--- src/core/alu_pkg.sv ---
// Shared constants, register map and operation codes of the add and logic datapath.
package alu_pkg;

	// ==========================================================
	// Widths
	localparam int DATA_W = 8;
	localparam int ADDR_W = 8;
	localparam int MEM_ADDR_W = 4;
	localparam int MEM_DEPTH = 16;

	// ==========================================================
	// Register byte offsets on the Avalon slave
	localparam logic [ADDR_W-1:0] OFS_WORKING = 8'h00;
	localparam logic [ADDR_W-1:0] OFS_FLAGS = 8'h04;
	localparam logic [ADDR_W-1:0] OFS_INSTR = 8'h08;
	localparam logic [ADDR_W-1:0] OFS_LAST = 8'h0C;
	localparam logic [ADDR_W-1:0] OFS_MEM_BASE = 8'h40;
	localparam logic [ADDR_W-1:0] OFS_MEM_LAST = 8'h7C;

	// ==========================================================
	// Flag bit positions in the flags register
	localparam int FLAG_W = 5;
	localparam int FLAG_C = 0;
	localparam int FLAG_AC = 1;
	localparam int FLAG_Z = 2;
	localparam int FLAG_OV = 3;
	localparam int FLAG_SC = 4;

	// ==========================================================
	// Instruction word fields
	localparam int INSTR_OP_LSB = 0;
	localparam int INSTR_ADDR_LSB = 8;
	localparam int INSTR_IMM_LSB = 16;
	localparam int NIBBLE_MSB = 3;

	// ==========================================================
	// Reset values
	localparam logic [DATA_W-1:0] WORKING_RESET = 8'h00;
	localparam logic [FLAG_W-1:0] FLAGS_RESET = 5'h00;
	localparam logic [31:0] WORD_RESET = 32'h00000000;
	localparam logic [DATA_W-1:0] ZERO_BYTE = 8'h00;

	typedef enum logic [1:0] {
		OP_ADD_INTO_MEMORY = 2'b00,
		OP_AND_WITH_MEMORY = 2'b01,
		OP_AND_WITH_IMMEDIATE = 2'b10,
		OP_AND_INTO_MEMORY = 2'b11
	} alu_op_t;

endpackage

--- src/core/add_and_logic_ops.sv ---
// Avalon-MM register front end around the add and logic datapath.
`timescale 1ns/10ps

//
// Contract
// RULE1 - Add into memory adds the working register to the addressed byte, stores the sum there and updates overflow, zero, nibble carry, carry and signed result flags.
// RULE2 - AND with memory puts the working register AND the addressed byte into the working register and updates only the zero flag.
// RULE3 - AND with immediate puts the working register AND the immediate into the working register and updates only the zero flag.
// RULE4 - AND into memory writes the addressed byte AND the working register back to that byte and leaves the working register alone.
// RULE5 - The zero flag is set exactly when the stored result is zero, and flags an operation does not name keep their value.
module add_and_logic_ops (
	// Clock and reset
	input wire logic CLK,
	input wire logic RESET,
	// Avalon-MM slave
	input wire logic [alu_pkg::ADDR_W-1:0] ADDRESS,
	input wire logic READ,
	input wire logic WRITE,
	input wire logic [3:0] BYTEENABLE,
	input wire logic [31:0] WRITEDATA,
	output logic [31:0] READDATA,
	output logic WAITREQUEST
);
	import alu_pkg::*;

	logic [DATA_W-1:0] working_register;
	logic [FLAG_W-1:0] flags;
	logic [DATA_W-1:0] mem [MEM_DEPTH];
	logic [31:0] last_instr;
	logic [31:0] next_instr;
	logic access;
	logic wr_go;
	logic exec;
	alu_op_t op;
	logic [MEM_ADDR_W-1:0] op_addr;
	logic [DATA_W-1:0] op_imm;
	logic [DATA_W-1:0] result;
	logic [FLAG_W-1:0] next_flags;
	logic to_memory;

	// ==========================================================
	// Address decode
	function automatic logic is_mem(input logic [ADDR_W-1:0] a);
		return (a >= OFS_MEM_BASE) && (a <= OFS_MEM_LAST) && (a[1:0] == 2'b00);
	endfunction

	function automatic logic [MEM_ADDR_W-1:0] mem_index(input logic [ADDR_W-1:0] a);
		logic [ADDR_W-1:0] rel;
		rel = a - OFS_MEM_BASE;
		return rel[MEM_ADDR_W+1:2];
	endfunction

	function automatic logic [31:0] merge(input logic [31:0] old_w, input logic [31:0] new_w,
		input logic [3:0] be);
		logic [31:0] m;
		m = old_w;
		for (int i = 0; i < 4; i++) begin
			if (be[i]) begin
				m[i*8 +: 8] = new_w[i*8 +: 8];
			end
		end
		return m;
	endfunction

	// An access completes in the cycle its waitrequest is low.
	assign access = (READ || WRITE) && !WAITREQUEST;
	assign wr_go = WRITE && !WAITREQUEST;
	assign exec = wr_go && (ADDRESS == OFS_INSTR);

	// Unwritten lanes of the instruction word keep the previous instruction's fields.
	assign next_instr = merge(last_instr, WRITEDATA, BYTEENABLE);
	assign op = alu_op_t'(next_instr[INSTR_OP_LSB +: 2]);
	assign op_addr = next_instr[INSTR_ADDR_LSB +: MEM_ADDR_W];
	assign op_imm = next_instr[INSTR_IMM_LSB +: DATA_W];

	alu_core u_alu (
		.op(op),
		.working_register(working_register),
		.mem_byte(mem[op_addr]),
		.immediate(op_imm),
		.flags(flags),
		.result(result),
		.next_flags(next_flags),
		.to_memory(to_memory)
	);

	// ==========================================================
	// Bus handshake: one wait cycle per access, then one cycle with waitrequest low.
	always_ff @(posedge CLK) begin
		if (RESET) begin
			WAITREQUEST <= 1'b1;
		end else if ((READ || WRITE) && WAITREQUEST) begin
			WAITREQUEST <= 1'b0;
		end else begin
			WAITREQUEST <= 1'b1;
		end
	end

	// Read data is loaded one cycle early so it stands at the completing edge.
	always_ff @(posedge CLK) begin
		if (RESET) begin
			READDATA <= WORD_RESET;
		end else if (READ && WAITREQUEST) begin
			READDATA <= WORD_RESET;
			if (ADDRESS == OFS_WORKING) begin
				READDATA[DATA_W-1:0] <= working_register;
			end else if (ADDRESS == OFS_FLAGS) begin
				READDATA[FLAG_W-1:0] <= flags;
			end else if (ADDRESS == OFS_LAST) begin
				READDATA <= last_instr;
			end else if (is_mem(ADDRESS)) begin
				READDATA[DATA_W-1:0] <= mem[mem_index(ADDRESS)];
			end
		end
	end

	// ==========================================================
	// Working register
	always_ff @(posedge CLK) begin
		if (RESET) begin
			working_register <= WORKING_RESET;
		end else if (exec && !to_memory) begin
			working_register <= result; // RULE2 RULE3
		end else if (wr_go && ADDRESS == OFS_WORKING && BYTEENABLE[0]) begin
			working_register <= WRITEDATA[DATA_W-1:0];
		end
	end

	// ==========================================================
	// Status flags
	always_ff @(posedge CLK) begin
		if (RESET) begin
			flags <= FLAGS_RESET;
		end else if (exec) begin
			flags <= next_flags; // RULE5
		end else if (wr_go && ADDRESS == OFS_FLAGS && BYTEENABLE[0]) begin
			flags <= WRITEDATA[FLAG_W-1:0];
		end
	end

	// ==========================================================
	// Last executed instruction
	always_ff @(posedge CLK) begin
		if (RESET) begin
			last_instr <= WORD_RESET;
		end else if (exec) begin
			last_instr <= next_instr;
		end
	end

	// ==========================================================
	// Data memory
	generate
		for (genvar g = 0; g < MEM_DEPTH; g++) begin : g_mem
			always_ff @(posedge CLK) begin
				if (RESET) begin
					mem[g] <= ZERO_BYTE;
				end else if (exec && to_memory && op_addr == MEM_ADDR_W'(g)) begin
					mem[g] <= result; // RULE1 RULE4
				end else if (wr_go && is_mem(ADDRESS) && BYTEENABLE[0] &&
					mem_index(ADDRESS) == MEM_ADDR_W'(g)) begin
					mem[g] <= WRITEDATA[DATA_W-1:0];
				end
			end
		end
	endgenerate

endmodule // add_and_logic_ops

--- src/core/alu_core.sv ---
// Combinational add and AND datapath with status flag update.
`timescale 1ns/10ps

module alu_core (
	// Operation select
	input wire alu_pkg::alu_op_t op,
	// Operands
	input wire logic [alu_pkg::DATA_W-1:0] working_register,
	input wire logic [alu_pkg::DATA_W-1:0] mem_byte,
	input wire logic [alu_pkg::DATA_W-1:0] immediate,
	input wire logic [alu_pkg::FLAG_W-1:0] flags,
	// Results
	output logic [alu_pkg::DATA_W-1:0] result,
	output logic [alu_pkg::FLAG_W-1:0] next_flags,
	output logic to_memory
);
	import alu_pkg::*;

	logic [DATA_W:0] sum;
	logic [NIBBLE_MSB+1:0] low_sum;
	logic [DATA_W-1:0] conj;
	logic overflow;

	assign sum = {1'b0, working_register} + {1'b0, mem_byte};
	assign low_sum = {1'b0, working_register[NIBBLE_MSB:0]} + {1'b0, mem_byte[NIBBLE_MSB:0]};
	assign overflow = (working_register[DATA_W-1] == mem_byte[DATA_W-1]) &&
		(sum[DATA_W-1] != working_register[DATA_W-1]);

	always_comb begin
		conj = working_register & mem_byte;
		result = conj;
		next_flags = flags;
		to_memory = 1'b0;
		unique case (op)
			OP_ADD_INTO_MEMORY: begin
				result = sum[DATA_W-1:0]; // RULE1
				to_memory = 1'b1; // RULE1
				next_flags[FLAG_C] = sum[DATA_W]; // RULE1
				next_flags[FLAG_AC] = low_sum[NIBBLE_MSB+1]; // RULE1
				next_flags[FLAG_OV] = overflow; // RULE1
				// Signed result: true sign of the sum even when it overflowed.
				next_flags[FLAG_SC] = overflow ^ sum[DATA_W-1]; // RULE1
			end
			OP_AND_WITH_MEMORY: begin
				result = conj; // RULE2
			end
			OP_AND_WITH_IMMEDIATE: begin
				result = working_register & immediate; // RULE3
			end
			OP_AND_INTO_MEMORY: begin
				result = conj; // RULE4
				to_memory = 1'b1; // RULE4
			end
		endcase
		// Every operation here updates the zero flag; flags an operation does not set keep their value.
		next_flags[FLAG_Z] = (result == ZERO_BYTE); // RULE5
	end

endmodule // alu_core

--- config.mk ---
export PLATFORM = sky130hd
export DESIGN_NAME = add_and_logic_ops
export DESIGN_NICKNAME = d
export VERILOG_FILES = /design/src/core/alu_pkg.sv /design/src/core/add_and_logic_ops.sv /design/src/core/alu_core.sv
export SDC_FILE = /design/constraint.sdc
export NUM_CORES = 1
export LEC_CHECK = 0
export ABC_AREA = 1
export BUFFER_PORTS_ARGS = -buffer_cell sky130_fd_sc_hd__buf_2
export CAP_MARGIN = 40
export CELL_PAD_IN_SITES_DETAIL_PLACEMENT = 0
export CELL_PAD_IN_SITES_GLOBAL_PLACEMENT = 1
export CORE_ASPECT_RATIO = 1.75
export CORE_MARGIN = 1
export CORE_UTILIZATION = 40
export DETAILED_ROUTE_END_ITERATION = 10
export PLACE_DENSITY_LB_ADDON = 0.25
export SYNTH_ARGS = -nofsm -noshare
export SYNTH_HDL_FRONTEND = slang
export SYNTH_SLANG_ARGS = --single-unit
--- constraint.sdc ---
create_clock -name CLK -period 3 [get_ports CLK]
set_input_delay 0.15 -clock CLK [delete_from_list [all_inputs] [get_ports CLK]]
set_output_delay 0.15 -clock CLK [all_outputs]
set_load 0.05 [all_outputs]
* Word-level counts from Yosys, hierarchy flattened *
Memories as Yosys holds them, arrays and structs flattened.
Cells that the tools add are included.

word-level totals
  register bits = 78
  input bits = 48
  memories kept = 1
  output and inout port bits = 33
  logic and storage cells = 318
  RAM bits = 128

operators by class
  bitwise gates (word level) = 35
  $lt $le $gt $ge = 2
  equal/unequal tests = 39
  add/subtract/negate cells = 3
  multiplexer cells = 165
  reduce and logical (&&, ||, !) cells = 64

memory list
  name  words  width  rd ports  clocked after memory_dff  wr ports  RTL line                 source
  mem   16     8      2         0                         16        add_and_logic_ops.sv:28  logic [DATA_W-1:0] mem [MEM_DEPTH];

operator list
  kind                                                                                 number
  8-bit two-way mux                                                                    38
  1-bit two-way mux                                                                    116
  4-bit == test, second input constant                                                 16
  24-bit two-way mux                                                                   2
  1-bit logical AND                                                                    47
  4-bit by 3-bit == test with 1-bit output, second input constant                      8
  1-bit OR                                                                             32
  27-bit two-way mux                                                                   1
  8-bit case mux with 3 select lines                                                   1
  8-bit bitwise AND                                                                    2
  4-bit by 2-bit == test with 1-bit output, second input constant                      4
  8-bit by 4-bit == test with 1-bit output, second input constant                      2
  8-bit logical NOT                                                                    2
  5-bit two-way mux                                                                    3
  8-bit by 8-bit adder with 9-bit output                                               1
  4-bit by 1-bit == test with 1-bit output, second input constant                      2
  8-bit by 3-bit == test with 1-bit output, second input constant                      1
  8-bit by 7-bit greater-or-equal comparator with 1-bit output, second input constant  1
  8-bit by 7-bit <= comparator with 1-bit output, second input constant                1
  4-bit logical NOT                                                                    2
  2-bit AND reduction                                                                  4
  2-bit two-way mux                                                                    3
  6-bit by 1-bit subtractor with 6-bit output, second input constant                   1
  4-bit by 4-bit adder with 5-bit output                                               1
  other kinds (12)                                                                     17

* Longest topological paths before layout *
  depth in word-level cells = 11
  depth in mapped cells = 27

* Cells and area by module *
A second synthesis with hierarchy kept.

unflattened totals
  cell total of the unflattened synthesis = 1,651
  area total of the unflattened synthesis = 12,096.6 um^2

by module, submodules not included
  module             cells an instance  area an instance (um^2)  times used  sequential area each (um^2)
  add_and_logic_ops  1,503              11,300.8                 1           5,405.2
  alu_core           148                795.8                    1           0.0

* Least setup slack after synthesis *
Ideal clock, no wire load.

  path kind = reg2reg
  from = register last_instr[8]
  to = memory mem[10][6] (data pin)
  buffers on the path = 3
  setup time = 0.270 ns
  arrival = 2.743 ns
  required time = 2.730 ns
  stages on the path, launching flop included = 25
  path slack = -0.013 ns
  path through = dfxtp_1 > nand2_4 > nand2_4 > buf_6 > buf_6 > nand2_1 > o21ai_0 > nand2_1 > nand2_1 > nand2_1 > nand2_1 > nor2_1 > ha_1 > fa_1 > nand3_1 > nand2_1 > nand2_1 > nand2_1 > a21oi_1 > nand2_1 > nand3_1 > nand2_1 > inv_2 > buf_2 > o22ai_1

RTL lines
  element                   RTL line                  source
  start: declaration        add_and_logic_ops.sv:29   logic [31:0] last_instr;
  start signal: assignment  add_and_logic_ops.sv:147  last_instr <= next_instr;
  end: declaration          add_and_logic_ops.sv:28

* Worst setup path after layout *
  from = register last_instr[8]
  to = register flags[1]

on the way
  cells in the longest elaborated chain, start to end = 5

ends and longest elaborated chain
  element                                 RTL line                  source
  4-bit two-way mux                       add_and_logic_ops.sv:58   if (be[i]) begin
  memory 16 x 8 bit                       -
  4-bit by 4-bit adder with 5-bit output  alu_core.sv:25            assign low_sum = {1'b0, working_register[NIBBLE_MSB:0]} + {1'b0, mem_byte[NIBBLE_MSB:0]};
  2-bit two-way mux                       alu_core.sv:34            unique case (op)
  5-bit two-way mux                       add_and_logic_ops.sv:134  end else if (exec) begin
  end signal: assignment                  add_and_logic_ops.sv:135  flags <= next_flags;
  end signal: assignment                  add_and_logic_ops.sv:137  flags <= WRITEDATA[FLAG_W-1:0];
  end: declaration                        add_and_logic_ops.sv:27   logic [FLAG_W-1:0] flags;

Every way passes these cells. The select of a mux whose other input is x is not followed.
A chain may end at the register's enable or synchronous reset.

==> flow_summary_export.csv <==
group,metric,value,unit
run_status,status,"finished, violations left",
run_status,violations,"setup timing",
power,p_leak,6.88,nW
timing,hold_slack,23.9,ps
final_layout,drive_above_1_share,31.9,%
critical_path,crit_required,3420,ps
clock_tree,numCtsBuffers,21,
final_layout,layout.nets,1839,
timing,fin_ws,-299,ps
power,netSwitchingPower,2.30,mW
clock_tree,clock_tree.root_cell,"clkbuf_16",
clock_tree,clk_latency,540,ps
yosys,syn-num-nets,1545,
global_routing,grt_start_max_net_pins,54,
routing,drt-total-wl,55300,um
yosys,avgSynthCellArea,7.82,sq um
yosys,synth-edff-count,128,
power,internal-power,5.21,mW
timing,final_hold_viol_count,0,
floorplanning,die_width,131,um
timing,post-route-period-util,110,%
place,dp_hpwl,36500,um
yosys,synth-async-reset-ratio,0,%
clock_tree,h-tree-depth,1,
global_routing,overflow,0,
routing,first_iter_violations,1063,
power,ir_drop,0.476,mV
place,placed_cells,2011,
place,place.gp.congestion,1.01,
floorplanning,die-area,0.0298,sq mm
routing,drc,0,
routing,antenna_left,0,
routing,wl_per_cell,25.4,um
floorplanning,initial_core_util,40.6,%
yosys,yosys_warnings,0,
final_layout,stdcell_count,2173,
routing,via_per_inst,5.94,
timing,slew_viol_final,0,
power,swShare,30.6,%
timing,rsz0062_at_grt,"true",
power,comb_power_share,22.1,%
floorplanning,ioPinCount,81,
power,p_clk_share,36.2,%
place,port_buffers,80,
floorplanning,core,0.0286,sq mm
yosys,synth_seq_cells,206,
global_routing,grt_antenna_before_repair,0,
clock_tree,cts.sink_count,206,
critical_path,cp_slowest_cell,"fa_2",
global_routing,grt_usage,36.8,%
yosys,yosysSeqAreaShare,46.5,%
floorplanning,die_h,227,um
place,place_area,0.0134,sq mm
routing,vias,12907,
critical_path,slowest_delay,370,ps
yosys,netlist_area,0.0116,sq mm
yosys,ys_types,47,
timing,setup_viol,103,
critical_path,critPathMaxFanout,6,
clock_tree,cts_buffer_depth,3,
final_layout,fin_area,0.0166,sq mm
global_routing,grt_pass1_vias,12639,
power,pwr-share-seq,41.8,%
critical_path,startpoint_type,"flip-flop",
final_layout,syn_to_final_growth,43.1,%
clock_tree,cts_tree,"built",
clock_tree,clk_pin_slew,60,ps
yosys,synthesis.instances,1486,
critical_path,worst-endpoint-arrival,3720,ps
min_path,hold_path.class,"in2reg",
timing,max-slew-margin-rel,23.1,%
timing,skew,19.5,ps
critical_path,critical_path_class,"reg2reg",
floorplanning,num_rows,82,
timing,worstMarginPinSlew,1150,ps
timing,post-route-min-period,3300,ps
critical_path,path_cells,"nand2_4, nand2_8, buf_12, buf_16, o21ai_4, nand2_1, nand2_1, nand2_1, nand2_2, nor2_2, ha_4, fa_2, nand3_2, nand2_2, buf_4, buf_4, buf_4, buf_4, buf_6, buf_6, buf_6, buf_6, nand2_2, a31oi_1",
global_routing,grt_pass1_wl,77900,um
timing,max_freq,303,MHz
final_layout,antennaDiodeCount,0,
routing,firstDrtPassIters,7,
job,drv_cap,0,
power,p_per_area,452,mW/mm^2
yosys,ys.flop_type,"edfxtp_1",
critical_path,cp-end-kind,"flip-flop",
-- critical path: cells and delay by family, from the launching register on --
family	cells	cell delay, ps
buf+inv	10	1230
fa+ha+maj	2	540
flops	1	360
simple gates	10	840
compound gates	2	200
-- placed cells by master (no fill, tap or decap), drive strengths merged, types with 14 or more instances in the layout --
master / synthesis / layout
inv: 168 / 169
clkbuf: 45 / 33
o22ai: 174 / 174
nor2: 68 / 68
o211ai: 17 / 17
edfxtp: 128 / 128
buf: 36 / 313
o21ai: 138 / 138
dlygate4sd3: 0 / 34
nand2: 415 / 416
a21oi: 88 / 88
nand3: 69 / 69
dfxtp: 78 / 78
clkinv: 7 / 14
-- timing repair --
| item | CTS | global route |
|---|---|---|
| buffers inserted | 71 | 17 |
| endpoints found under the setup margin | 102 | 127 |
| gates cloned | 7 | 4 |
| hold endpoints to repair | 24 | 0 |
| pin swaps | 35 | 61 |
| hold buffers | 34 | 0 |
| gates resized for setup | 126 | 183 |
-- flip-flops by register name, summed over array words and instances, names as in the netlist --
register / count
mem: 128
READDATA: 32
last_instr: 32
working_register: 8
flags: 5
WAITREQUEST: 1
-- synthesized netlist by cell type (all sizes together) (6+ instances only) --
cell | instances | area, sq um
nor2 | 68 | 298
dfxtp | 78 | 1560
clkbuf | 45 | 170
o211ai | 17 | 128
ha | 10 | 125
nand3 | 69 | 345
o21ai | 138 | 721
buf | 36 | 257
o221ai | 6 | 52.6
inv | 168 | 636
a21oi | 88 | 452
clkinv | 7 | 26.3
nand2 | 415 | 1600
edfxtp | 128 | 3840
o2111ai | 7 | 61.3
o22ai | 174 | 1090
-- final timing paths --
kind	slack [ps]	from	cells past startpoint	to
max	-300	last_instr[8]	24	flags[1]
min reg2reg	450	last_instr[31]	2	READDATA[31]
max reg2reg	-300	last_instr[8]	24	flags[1]
min	20	BYTEENABLE[3]	3	last_instr[30]
-- cell type report --
cell class,count,area (sq um)
tap,378,473
fill,2557,12000
clock inverter,9,83.8
sequential,206,5410
timing repair buffer,351,3090
inverter,175,689
clock buffer,29,607
multi-input combinational,1025,6270
-- stage by stage --
stage	power [mW]	util, %	setup TNS (ps)	setup slack [ps]
2_1_floorplan	3.83	-	0	25.8
3_3_place_gp	4.39	46.5	-22230	-427
3_5_place_dp	4.41	46.7	-22990	-448
4_1_cts	7.30	54.7	-4820	-152
5_1_grt	7.67	58.1	-30400	-414
6_report	7.51	58.1	-17550	-299
-- cell families after synthesis --
| family | after synthesis | share of synthesized area (%) |
|---|---|---|
| compound gates | 447 | 22.8 |
| xor+xnor | 2 | 0.151 |
| fa+ha+maj | 11 | 1.25 |
| buf+inv | 256 | 9.37 |
| flops | 206 | 46.5 |
| simple gates | 564 | 19.9 |
-- power by group through the flow --
stage	Sequential (mW)	Combinational [mW]	Clock (mW)
floorplan	3.27	0.563	0
global placement	3.20	1.20	0
detailed placement	3.20	1.21	0
CTS	3.14	1.44	2.73
global route	3.15	1.71	2.81
finish	3.14	1.66	2.72
-- per-layer routing --
metal  wire (um)  track usage [%]  share of wire [%]
met3        3740             5.26                6.8
met4        6400             33.4                 12
met2       27400             64.6                 50
met5           0                0                  0
met1       17700             37.0                 32
No activity file was read; power rests on OpenSTA's default activity.
